$ cat config.mk
export PLATFORM = sky130hd
export DESIGN_NAME = fast_comparator
export DESIGN_NICKNAME = d
export VERILOG_FILES = /design/src/core/noise_filter.v /design/src/core/edge_detect.v /design/src/core/fast_comparator.v
export VERILOG_INCLUDE_DIRS = /design/src /design/src/core
export SDC_FILE = /design/constraint.sdc
export NUM_CORES = 1
export LEC_CHECK = 0
export BUFFER_PORTS_ARGS = -buffer_cell sky130_fd_sc_hd__clkbuf_2
export CORE_MARGIN = 10
export CORE_UTILIZATION = 45
export DETAILED_ROUTE_END_ITERATION = 10
export GPL_TIMING_DRIVEN = 0
export HOLD_SLACK_MARGIN = 0.02
export PLACE_DENSITY = 0.78
export SLEW_MARGIN = 10
export SYNTH_ARGS = -nofsm -noshare
export SYNTH_HDL_FRONTEND = slang
export SYNTH_HIERARCHICAL = 1
export SYNTH_SLANG_ARGS = --single-unit
$ cat constraint.sdc
create_clock -name aclk -period 3.9 [get_ports aclk]
set_clock_uncertainty 0.1 [all_clocks]
set_input_delay 0.585 -clock aclk [delete_from_list [all_inputs] [get_ports aclk]]
set_output_delay 0.585 -clock aclk [all_outputs]
set_load 0.02 [all_outputs]
$ cat src/core/fast_comparator_defines.vh
// Purpose: constants shared by the fast comparator wrapper files
// Assumes: 8-bit byte address space on an AXI4-Lite slave
// Notes: definitions only, no logic
`ifndef FAST_COMPARATOR_DEFINES_VH
`define FAST_COMPARATOR_DEFINES_VH

// ----------------------------------------------------------------
// register byte offsets
// ----------------------------------------------------------------
`define FC_ADDR_W 8
`define FC_RESULT_OFS 8'h00
`define FC_IRQ_STATUS_OFS 8'h04
`define FC_IRQ_MASK_OFS 8'h08
`define FC_CFG_BASE_OFS 8'h10

// ----------------------------------------------------------------
// channel config field positions (two bits each)
// ----------------------------------------------------------------
`define FC_CFG_IN_LSB 0
`define FC_CFG_REF_LSB 4
`define FC_CFG_EDGE_LSB 8
`define FC_CFG_FILT_LSB 12

// ----------------------------------------------------------------
// reset values
// ----------------------------------------------------------------
`define FC_SEL_RESET 2'h0
`define FC_MASK_RESET 8'h00
`define FC_STATUS_RESET 8'h00

// ----------------------------------------------------------------
// edge and filter codes
// ----------------------------------------------------------------
`define FC_EDGE_RISE 2'h0
`define FC_EDGE_FALL 2'h1
`define FC_FILT_BYPASS 2'h0
`define FC_FILT_RATE_A 2'h1
`define FC_FILT_RATE_B 2'h2
`define FC_FILT_RATE_C 2'h3

// ----------------------------------------------------------------
// timing: sample period is 2**log2 clock cycles
// ----------------------------------------------------------------
`define FC_RATE_A_LOG2 2
`define FC_RATE_B_LOG2 4
`define FC_RATE_C_LOG2 6
`define FC_PRESCALE_W 6
`define FC_FILTER_LEN 3

// ----------------------------------------------------------------
// axi responses
// ----------------------------------------------------------------
`define FC_RESP_OKAY 2'h0
`define FC_RESP_SLVERR 2'h2

`endif

$ cat src/core/noise_filter.v
// Purpose: sample-and-agree noise filter for one comparison result
// Assumes: din synchronous to aclk; sample_en is a one-cycle tick
// Notes: output changes only after FILTER_LEN equal samples unless bypass is set
`default_nettype none
`include "fast_comparator_defines.vh"

module noise_filter #(
  parameter FILTER_LEN = `FC_FILTER_LEN
)(
  input wire aclk,
  input wire aresetn,
  input wire ce,
  input wire bypass,
  input wire sample_en,
  input wire din,
  output reg dout
);

  // ----------------------------------------------------------------
  // sample history
  // ----------------------------------------------------------------
  reg [FILTER_LEN-1:0] hist_q; // newest sample in bit 0

  // shift on tick, settle when all samples agree
  always @(posedge aclk)
  begin
    if (!aresetn)
    begin
      hist_q <= {FILTER_LEN{1'b0}};
      dout <= 1'b0;
    end
    else if (ce)
    begin
      if (bypass)
      begin
        // raw result passes, history tracks it to avoid a glitch
        hist_q <= {FILTER_LEN{din}};
        dout <= din;
      end
      else if (sample_en)
      begin
        hist_q <= {hist_q[FILTER_LEN-2:0], din};
        if (&{hist_q[FILTER_LEN-2:0], din})
          dout <= 1'b1;
        else if (~|{hist_q[FILTER_LEN-2:0], din})
          dout <= 1'b0;
      end
    end
  end

endmodule
`default_nettype wire

$ cat src/core/edge_detect.v
// Purpose: valid-edge detector giving interrupt and event pulses
// Assumes: din is the filtered or bypassed result
// Notes: first sample after reset is compared against zero
`default_nettype none
`include "fast_comparator_defines.vh"

module edge_detect (
  input wire aclk,
  input wire aresetn,
  input wire ce,
  input wire [1:0] edge_sel,
  input wire din,
  output reg irq_pulse,
  output reg event_pulse
);

  // ----------------------------------------------------------------
  // edge logic
  // ----------------------------------------------------------------
  reg prev_q; // last seen result
  reg valid_d; // selected edge seen this cycle
  wire rise = din & ~prev_q;
  wire fall = ~din & prev_q;

  // edge selection: rising, falling, or both
  always @*
  begin
    case (edge_sel)
      `FC_EDGE_RISE: valid_d = rise;
      `FC_EDGE_FALL: valid_d = fall;
      default: valid_d = rise | fall;
    endcase
  end

  // one-cycle pulses per valid edge
  always @(posedge aclk)
  begin
    if (!aresetn)
    begin
      prev_q <= 1'b0;
      irq_pulse <= 1'b0;
      event_pulse <= 1'b0;
    end
    else if (ce)
    begin
      prev_q <= din;
      irq_pulse <= valid_d;
      event_pulse <= valid_d;
    end
  end

endmodule
`default_nettype wire

$ cat src/core/fast_comparator.v
// Purpose: digital wrapper of a bank of fast analog comparators
// Assumes: comparator results arrive synchronous to aclk
// Notes: registers over AXI4-Lite; all state frozen while ce is low
//
// The implementer's own choices: register access over AXI4-Lite and the address map.
`default_nettype none
`include "fast_comparator_defines.vh"

module fast_comparator #(
  parameter NCH = 4
)(
  input wire aclk,
  input wire aresetn,
  input wire ce,
  input wire [`FC_ADDR_W-1:0] awaddr,
  input wire [2:0] awprot,
  input wire awvalid,
  output reg awready,
  input wire [31:0] wdata,
  input wire [3:0] wstrb,
  input wire wvalid,
  output reg wready,
  output reg [1:0] bresp,
  output reg bvalid,
  input wire bready,
  input wire [`FC_ADDR_W-1:0] araddr,
  input wire [2:0] arprot,
  input wire arvalid,
  output reg arready,
  output reg [31:0] rdata,
  output reg [1:0] rresp,
  output reg rvalid,
  input wire rready,
  input wire [NCH-1:0] cmp_result,
  output reg [4*NCH-1:0] input_source_select,
  output reg [4*NCH-1:0] reference_source_select,
  output reg [NCH-1:0] channel_out,
  output reg shared_compare_out,
  output reg grouped_compare_out,
  output wire [NCH-1:0] irq_pulse,
  output wire [NCH-1:0] event_out,
  output reg irq
);

  // ----------------------------------------------------------------
  // local constants
  // ----------------------------------------------------------------
  localparam AW = `FC_ADDR_W;
  localparam PW = `FC_PRESCALE_W;
  localparam [7:0] MASK_RST = `FC_MASK_RESET; // sized for widest build
  localparam [7:0] STATUS_RST = `FC_STATUS_RESET;

  // ----------------------------------------------------------------
  // channel configuration state
  // ----------------------------------------------------------------
  reg [2*NCH-1:0] in_sel_q; // analog input code per channel
  reg [2*NCH-1:0] ref_sel_q; // reference code per channel
  reg [2*NCH-1:0] edge_sel_q; // edge choice per channel
  reg [2*NCH-1:0] filt_sel_q; // filter rate or bypass
  reg [NCH-1:0] status_q; // sticky interrupt flags
  reg [NCH-1:0] mask_q; // interrupt enables
  reg [NCH-1:0] status_d; // next sticky flags
  reg [NCH-1:0] clr_d; // write-one-to-clear bits
  reg [PW-1:0] prescale_q; // free running sample divider
  wire [NCH-1:0] filt_out; // filtered or bypassed results
  wire [32*NCH-1:0] cfg_words; // readback view of config

  // ----------------------------------------------------------------
  // bus state
  // ----------------------------------------------------------------
  reg aw_hold_q; // write address captured
  reg w_hold_q; // write data captured
  reg [AW-1:0] awaddr_q;
  reg [31:0] wdata_q;
  reg [3:0] wstrb_q;
  reg [31:0] rdata_d;
  reg [1:0] rresp_d;
  reg [31:0] wmerge; // merged write word
  wire do_write = aw_hold_q & w_hold_q & ~bvalid;
  wire [AW-1:0] aw_idx = (awaddr_q - `FC_CFG_BASE_OFS) >> 2;
  wire [AW-1:0] ar_idx = (araddr - `FC_CFG_BASE_OFS) >> 2;
  wire aw_cfg = (awaddr_q >= `FC_CFG_BASE_OFS) &&
                (aw_idx < NCH) && (awaddr_q[1:0] == 2'h0);
  wire ar_cfg = (araddr >= `FC_CFG_BASE_OFS) &&
                (ar_idx < NCH) && (araddr[1:0] == 2'h0);
  wire aw_map = aw_cfg || (awaddr_q == `FC_RESULT_OFS) ||
                (awaddr_q == `FC_IRQ_STATUS_OFS) ||
                (awaddr_q == `FC_IRQ_MASK_OFS);

  // ----------------------------------------------------------------
  // helpers
  // ----------------------------------------------------------------
  // byte-lane merge of a write into an old word
  function [31:0] lane_merge;
    input [31:0] old_w;
    input [31:0] new_w;
    input [3:0] strb;
    integer b;
    begin
      lane_merge = old_w;
      for (b = 0; b < 4; b = b + 1)
        if (strb[b])
          lane_merge[8*b +: 8] = new_w[8*b +: 8];
    end
  endfunction

  // code to one-hot route, so at most one source is ever closed
  function [3:0] onehot4;
    input [1:0] code;
    begin
      case (code)
        2'h0: onehot4 = 4'h1;
        2'h1: onehot4 = 4'h2;
        2'h2: onehot4 = 4'h4;
        default: onehot4 = 4'h8;
      endcase
    end
  endfunction

  // ----------------------------------------------------------------
  // per-channel datapath
  // ----------------------------------------------------------------
  genvar g;
  generate
    for (g = 0; g < NCH; g = g + 1)
    begin : chan
      reg tick; // sample tick of the chosen rate
      wire [1:0] fsel = filt_sel_q[2*g +: 2];

      // pick one of three sampling rates
      always @*
      begin
        case (fsel)
          `FC_FILT_RATE_A:
            tick = ~|prescale_q[`FC_RATE_A_LOG2-1:0];
          `FC_FILT_RATE_B:
            tick = ~|prescale_q[`FC_RATE_B_LOG2-1:0];
          `FC_FILT_RATE_C:
            tick = ~|prescale_q[`FC_RATE_C_LOG2-1:0];
          default:
            tick = 1'b0;
        endcase
      end

      noise_filter #(
        .FILTER_LEN(`FC_FILTER_LEN)
      ) u_filt (
        .aclk(aclk),
        .aresetn(aresetn),
        .ce(ce),
        .bypass(fsel == `FC_FILT_BYPASS),
        .sample_en(tick),
        .din(cmp_result[g]),
        .dout(filt_out[g])
      );

      // edges come after the filter, never from the raw input
      edge_detect u_edge (
        .aclk(aclk),
        .aresetn(aresetn),
        .ce(ce),
        .edge_sel(edge_sel_q[2*g +: 2]),
        .din(filt_out[g]),
        .irq_pulse(irq_pulse[g]),
        .event_pulse(event_out[g])
      );

      // readback word of this channel
      assign cfg_words[32*g +: 32] = {18'h0_0000, fsel,
        2'h0, edge_sel_q[2*g +: 2], 2'h0, ref_sel_q[2*g +: 2],
        2'h0, in_sel_q[2*g +: 2]};
    end
  endgenerate

  // ----------------------------------------------------------------
  // sample prescaler
  // ----------------------------------------------------------------
  // one shared counter keeps all channels on a common sample grid
  always @(posedge aclk)
  begin
    if (!aresetn)
      prescale_q <= {PW{1'b0}};
    else if (ce)
      prescale_q <= prescale_q + 1'b1;
  end

  // ----------------------------------------------------------------
  // result pins and source routing
  // ----------------------------------------------------------------
  integer c;
  always @(posedge aclk)
  begin
    if (!aresetn)
    begin
      channel_out <= {NCH{1'b0}};
      shared_compare_out <= 1'b0;
      grouped_compare_out <= 1'b0;
      input_source_select <= {4*NCH{1'b0}};
      reference_source_select <= {4*NCH{1'b0}};
    end
    else if (ce)
    begin
      channel_out <= filt_out;
      shared_compare_out <= |filt_out;
      grouped_compare_out <= |filt_out[2:0];
      for (c = 0; c < NCH; c = c + 1)
      begin
        input_source_select[4*c +: 4] <=
          onehot4(in_sel_q[2*c +: 2]);
        reference_source_select[4*c +: 4] <=
          onehot4(ref_sel_q[2*c +: 2]);
      end
    end
  end

  // ----------------------------------------------------------------
  // interrupt flags
  // ----------------------------------------------------------------
  // a new edge beats a clear in the same cycle
  always @*
  begin
    clr_d = {NCH{1'b0}};
    if (do_write && (awaddr_q == `FC_IRQ_STATUS_OFS) && wstrb_q[0])
      clr_d = wdata_q[NCH-1:0];
    status_d = (status_q & ~clr_d) | irq_pulse;
  end

  always @(posedge aclk)
  begin
    if (!aresetn)
    begin
      status_q <= STATUS_RST[NCH-1:0];
      irq <= 1'b0;
    end
    else if (ce)
    begin
      status_q <= status_d;
      irq <= |(status_d & mask_q);
    end
  end

  // ----------------------------------------------------------------
  // write channels
  // ----------------------------------------------------------------
  always @*
  begin
    wmerge = 32'h0000_0000;
    if (aw_cfg)
      wmerge = lane_merge(cfg_words[32*aw_idx +: 32], wdata_q, wstrb_q);
    else if (awaddr_q == `FC_IRQ_MASK_OFS)
      wmerge = lane_merge({{(32-NCH){1'b0}}, mask_q}, wdata_q, wstrb_q);
  end

  // address and data taken in either order, answer after both
  always @(posedge aclk)
  begin
    if (!aresetn)
    begin
      awready <= 1'b1;
      wready <= 1'b1;
      aw_hold_q <= 1'b0;
      w_hold_q <= 1'b0;
      awaddr_q <= {AW{1'b0}};
      wdata_q <= 32'h0000_0000;
      wstrb_q <= 4'h0;
      bvalid <= 1'b0;
      bresp <= `FC_RESP_OKAY;
      in_sel_q <= {NCH{`FC_SEL_RESET}};
      ref_sel_q <= {NCH{`FC_SEL_RESET}};
      edge_sel_q <= {NCH{`FC_SEL_RESET}};
      filt_sel_q <= {NCH{`FC_SEL_RESET}};
      mask_q <= MASK_RST[NCH-1:0];
    end
    else if (ce)
    begin
      if (awvalid && awready)
      begin
        aw_hold_q <= 1'b1;
        awready <= 1'b0;
        awaddr_q <= awaddr;
      end
      if (wvalid && wready)
      begin
        w_hold_q <= 1'b1;
        wready <= 1'b0;
        wdata_q <= wdata;
        wstrb_q <= wstrb;
      end
      if (do_write)
      begin
        aw_hold_q <= 1'b0;
        w_hold_q <= 1'b0;
        bvalid <= 1'b1;
        bresp <= aw_map ? `FC_RESP_OKAY : `FC_RESP_SLVERR;
        if (aw_cfg)
        begin
          // software picks codes; amplifier power is its duty
          in_sel_q[2*aw_idx +: 2] <= wmerge[`FC_CFG_IN_LSB +: 2];
          ref_sel_q[2*aw_idx +: 2] <= wmerge[`FC_CFG_REF_LSB +: 2];
          edge_sel_q[2*aw_idx +: 2] <= wmerge[`FC_CFG_EDGE_LSB +: 2];
          filt_sel_q[2*aw_idx +: 2] <= wmerge[`FC_CFG_FILT_LSB +: 2];
        end
        else if (awaddr_q == `FC_IRQ_MASK_OFS)
          mask_q <= wmerge[NCH-1:0];
      end
      else if (bvalid && bready)
      begin
        // reopen both channels only once the answer is gone
        bvalid <= 1'b0;
        awready <= 1'b1;
        wready <= 1'b1;
      end
    end
  end

  // ----------------------------------------------------------------
  // read channels
  // ----------------------------------------------------------------
  // read mux; unmapped words read zero with an error answer
  always @*
  begin
    rdata_d = 32'h0000_0000;
    rresp_d = `FC_RESP_OKAY;
    if (ar_cfg)
      rdata_d = cfg_words[32*ar_idx +: 32];
    else if (araddr == `FC_RESULT_OFS)
      rdata_d = {{(16-NCH){1'b0}}, cmp_result,
                 {(16-NCH){1'b0}}, channel_out};
    else if (araddr == `FC_IRQ_STATUS_OFS)
      rdata_d = {{(32-NCH){1'b0}}, status_q};
    else if (araddr == `FC_IRQ_MASK_OFS)
      rdata_d = {{(32-NCH){1'b0}}, mask_q};
    else
      rresp_d = `FC_RESP_SLVERR;
  end

  always @(posedge aclk)
  begin
    if (!aresetn)
    begin
      arready <= 1'b1;
      rvalid <= 1'b0;
      rdata <= 32'h0000_0000;
      rresp <= `FC_RESP_OKAY;
    end
    else if (ce)
    begin
      if (arvalid && arready)
      begin
        arready <= 1'b0;
        rvalid <= 1'b1;
        rdata <= rdata_d;
        rresp <= rresp_d;
      end
      else if (rvalid && rready)
      begin
        rvalid <= 1'b0;
        arready <= 1'b1;
      end
    end
  end

endmodule
`default_nettype wire

After elaboration in Yosys (flattened, before gate mapping) --
Cells that the tools add are included.
Operators by class: eq/ne operators 41, multiplexer cells 76, bitwise operators 28, reductions and logical operators 78, shift-type cells 7, order comparisons 4, $add $sub $neg 4
Operator list (number):
- 2-bit by 34-bit indexed part select with 8-bit output | 4
- 128-bit by 12-bit indexed part select with 14-bit output | 1
- 128-bit by 12-bit indexed part select with 32-bit output | 1
- 4-bit one-hot mux with 3 select lines | 8
- 2-bit logical NOT | 18
- 7-bit negator with 34-bit output | 1
- 2-bit by 34-bit variable shift with 8-bit output (first input constant) | 1
- 8-bit bitwise mux | 4
- 2-bit by 1-bit == test with 1-bit output (second input constant) | 16
- 2-bit == test (second input constant) | 16
- 1-bit 2-to-1 mux | 32
- 32-bit 2-to-1 mux | 1
- 14-bit 2-to-1 mux | 2
- 3-bit AND reduction | 9
- 2-bit 2-to-1 mux | 13
- 2-bit AND reduction | 12
- 20-bit 2-to-1 mux | 1
- 8-bit by 3-bit == test with 1-bit output (second input constant) | 2
- 8-bit by 4-bit == test with 1-bit output (second input constant) | 2
- 8-bit by 5-bit greater-or-equal comparator with 1-bit output (second input constant) | 2
- 8-bit logical NOT | 2
- 8-bit 2-to-1 mux | 2
- 2-bit nonzero test | 8
- 8-bit by 5-bit subtractor with 8-bit output (second input constant) | 2
- 23 further kinds | 78
Word-level totals: register bits after elaboration 174, output and inout bits 88

Longest topological paths before layout --
depth in word-level cells 10, depth in mapped cells 12, depth with buffers taken out 10

Hierarchy --
Netlist, hierarchy kept.
Modules (own cells, without submodules):
- fast_comparator | seq. area each 2562.5 um^2, area each 6610.1 um^2, cells each 723, instances 1
- noise_filter | seq. area each 60.1 um^2, area each 156.4 um^2, cells each 17, instances 4
- edge_detect | seq. area each 40.0 um^2, area each 137.6 um^2, cells each 14, instances 4

Worst setup path before layout --
Ideal clock, no wire load.
kind reg2reg, from reg awaddr_q[4], to reg edge_sel_q[4], required time 3.728 ns, buffers on the path 1, clock period less this slack 2.660 ns, arrival time 2.488 ns, cell stages (with the launch flop) 12, setup slack 1.240 ns, setup time 0.072 ns, cells stage by stage dfxtp_1 -> buf_4 -> inv_1 -> ha_1 -> xor2_1 -> nor4_1 -> ha_1 -> inv_1 -> a31o_2 -> o2111ai_1 -> nor3_4 -> mux2i_1
On the way: longest elaborated chain between the ends 7, elaborated cells on any way between the ends 15, those cells by class add/sub (2); order compare (2); eq/ne (1); shift (3); mux (4); reduce/logical (3)
Ends and longest elaborated chain:
- from (decl) | RTL line fast_comparator.v:73 | reg [AW-1:0] awaddr_q;
- from (signal assigned) | RTL line fast_comparator.v:263 | awaddr_q <= {AW{1'b0}};
- from (signal assigned) | RTL line fast_comparator.v:280 | awaddr_q <= awaddr;
- branches (longest 7 deep; another with 8-bit by 5-bit subtractor with 8-bit output)
- to (signal assigned) | RTL line fast_comparator.v:270 | edge_sel_q <= {NCH{`FC_SEL_RESET}};
- to (signal, indexed assignment) | RTL line fast_comparator.v:300 | edge_sel_q[2*aw_idx +: 2] <= wmerge[`FC_CFG_EDGE_LSB +: 2];
- to (decl) | RTL line fast_comparator.v:58 | reg [2*NCH-1:0] edge_sel_q;
Parallel ways; which one is timed is not known. A chain may end at the register's enable or synchronous reset.

Worst setup path in the final report --
from reg awaddr_q[3], to reg ref_sel_q[4]
On the way: longest elaborated chain between the ends 7, elaborated cells on any way between the ends 15, those cells by class add/sub (2); order compare (2); eq/ne (1); shift (3); mux (4); reduce/logical (3)
Ends and longest elaborated chain:
- branches (longest 7 deep; another with 8-bit by 5-bit subtractor with 8-bit output)
- to (signal assigned) | RTL line fast_comparator.v:269 | ref_sel_q <= {NCH{`FC_SEL_RESET}};
- to (signal, indexed assignment) | RTL line fast_comparator.v:299 | ref_sel_q[2*aw_idx +: 2] <= wmerge[`FC_CFG_REF_LSB +: 2];
- to (decl) | RTL line fast_comparator.v:57 | reg [2*NCH-1:0] ref_sel_q;
Parallel ways; which one is timed is not known.

==> flow_summary_export.csv <==
group,metric,value,unit
power_and_ir_drop,ir_worst_vdd,0.339,mV
timing,max_freq,0.293,GHz
power_and_ir_drop,combPwrFrac,10.1,%
global_route,grt_max_degree,35,
finish,fin_cells,1229,
global_route,grt_pass1_vias,6543,
synth,synth_commonest_cells,"dfxtp_1, nand2_1, nor2b_1",
cts,htree_num_levels,4,
synth,synth_area,0.00779,mm²
timing,tightest_slew,1080,ps
synth,synth_edf_count,0,
timing,slew_headroom,27.6,%
timing,setup_viol_count_final,0,
cts,clockBufferDepth,2,
routing,routed_wl,23.0,mm
die,io_pins,158,
routing,vias,6733,
power_and_ir_drop,cellLeakagePower,3.76,nW
critical_path,worstPathArrival,3680,ps
critical_path,worstSetupPathType,"register to register",
cts,clock_latency,440,ps
synth,synth_top_cell_by_area,"dfxtp_1",
synth,async_reset_ff_share,0,%
place,port_buffers,106,
die,rows,48,
cts,postCtsHoldBufs,0,
finish,fin_area,0.00934,mm²
synth,syn_area_per_cell,9.19,µm²
synth,yosysMostFrequentCell,"dfxtp_1",
synth,yosys_warnings,6,
timing,report.final.slew_viol_count,0,
synth,ys.flop_type,"dfxtp_1",
synth,yosysUniqueCellTypes,68,
finish,layout-drive-gt1-share,21.1,%
die,die_height,152,µm
power_and_ir_drop,clockPowerShare,48.7,%
critical_path,crit_family,"simple AND/OR/NAND/NOR gates",
die,dieArea,0.0230,mm²
cts,post_cts_buffers,0,
critical_path,cp_cell_sequence,"buf_1, inv_1, ha_1, nand2_1, xnor2_1, nor3_1, o2111ai_1, nor3_4, mux2i_1",
timing,fin_ws,483,ps
synth,synth.area.top_cells,"dfxtp_1, mux2i_1, nand2_1",
power_and_ir_drop,intPower,2.95,mW
timing,rsz0062_at_grt,"false",
timing,hold_viol_final,0,
synth,yosysSeqAreaShare,38.1,%
outcome,status,"completed",
cts,cts_resized,0,
routing,routed_via_density,5.48,
global_route,grt_pass1_wl,35.5,mm
synth,yosys.area.top_type_share,38.1,%
routing,drtPass1Iterations,5,
timing,whs,275,ps
power_and_ir_drop,seqPwrFrac,41.1,%
finish,area_growth,20.0,%
critical_path,worstSetupEndpointType,"register",
timing,period_needed,3420,ps
critical_path,crit_required,4160,ps
cts,numCtsBuffers,17,
place,detailed_place.area,0.00867,mm²
worst_hold_path,min-delay-path-class,"input pin to register",
critical_path,critPathLaunchType,"register",
cts,cts_tree,"yes",
finish,antenna_cells,0,
cts,clkSinkCount,148,
power_and_ir_drop,switchingPower,0.920,mW
timing,setup_tns,0,ps
place,place_hpwl,16.8,mm
die,die_w,152,µm
critical_path,cp_num_buf_inv,2,
place,gp_congestion,0.914,
routing,ant_nets,0,
global_route,grtUsageTotal,20.0,%
global_route,grt_overflow_total,0,
global_route,antenna_found_initial,0,
routing,drc,0,
die,core_area,0.0171,mm²
synth,synthCells,847,
routing,dr.first_iter.drc_count,551,
finish,layout.nets,1082,
power_and_ir_drop,power.density,415,mW/mm²
place,dp_slack,48.1,ps
cts,path_clk_slew,60,ps
cts,cts-root-buf,"clkbuf_16",
critical_path,worst-path-max-fanout,10,
critical_path,worst_path_max_delay_cell,"buf_1",
die,initial_utilization,45.5,%
timing,fin_crit_sh,87.6,%
critical_path,slowest_delay,590,ps
job,cap_violations,0,
routing,avgRoutedWirePerCell,18.7,µm
place,dp_cells,1197,
synth,ys_ff_latch,148,
power_and_ir_drop,switching_share,23.7,%
## power groups by stage
stage,logic [mW],registers [mW],clock network [mW]
floorplan,0.247,1.63,0
global placement,0.377,1.62,0
global route,0.427,1.60,1.96
CTS,0.389,1.59,1.89
finish,0.393,1.59,1.89
detailed placement,0.385,1.63,0
## per-layer routing
metal	up-vias	part of all wire, %	routed length (µm)	track usage (%)
met5	-	0	0	0
met4	0	3.2	741	8.39
met3	51	8.7	2000	5.85
met2	266	48	11100	33.4
met1	3212	40	9190	23.4
li1	3204	-	-	-
## worst paths after layout
check / startpoint / end / slack, ps / cells after the start
setup / recovery: awaddr_q[3] / ref_sel_q[4] / 480 / 9
hold reg to reg: wdata_q[12] / wdata_q[12] / 360 / 2
hold / removal: awaddr[1] / awaddr_q[1] / 270 / 3
setup reg to reg: awaddr_q[3] / ref_sel_q[4] / 480 / 9
## tightest hold or removal path: cells and delay by family
kind | cells | cell delay [ps]
AOI/OAI and AO/OA | 1 | 60
and+or+nand+nor | 1 | 40
buffers and inverters | 1 | 80
## registers in the layout (all words and copies together) (netlist names), 2 cells and up
register,count
status_q,4
chan.u_filt/hist_q,8
filt_sel_q,8
prescale_q,6
chan.u_filt/dout,4
input_source_select,16
channel_out,4
edge_sel_q,8
wstrb_q,2
in_sel_q,8
ref_sel_q,8
wdata_q,10
mask_q,4
reference_source_select,16
awaddr_q,8
chan.u_edge/prev_q,4
chan.u_edge/event_pulse,4
rdata,14
## final cells by class
type,instances,area (µm²)
plain buffers,65,363
clock inverters,10,200
repair buffers,106,531
multi-input cells,617,4400
clock buffers,22,474
flip-flops and latches,148,2960
inverters,36,135
well taps,225,282
fillers,1539,7770
## metrics by stage
stage                     total power, mW  util [%]
after floorplan                      1.88         -
after global placement               2.00      50.7
after detailed placement             2.01      50.7
after CTS                            3.87      54.6
after global routing                 3.99      54.6
final                                3.87      54.6
## cells in the final DEF (no fill, tap or decap), types with 8 or more instances in the layout
cell type / n
a21boi_0: 43
a21oi_1: 10
a22oi_1: 18
and2_1: 14
buf_4: 26
clkbuf_1: 32
clkbuf_16: 17
clkbuf_2: 106
conb_1: 20
dfxtp_1: 148
ha_1: 21
inv_1: 36
mux2i_1: 63
mux4_2: 16
nand2_1: 116
nand2b_1: 22
nand3_1: 23
nand3b_1: 19
nor2_1: 25
nor2b_1: 66
nor3_1: 8
o21ai_0: 20
o21ai_1: 8
o22ai_1: 10
## kinds of logic after synthesis
kind of cell | share of synthesized area (%)
buffers and inverters | 6.40
DFF | 38.1
muxes | 13.3
and+or+nand+nor | 23.6
other | 0.0482
adders and majority gates | 3.37
xor gates and xnor gates | 1.12
AOI/OAI and AO/OA | 14.1
No activity file was read; power rests on OpenSTA's default activity.
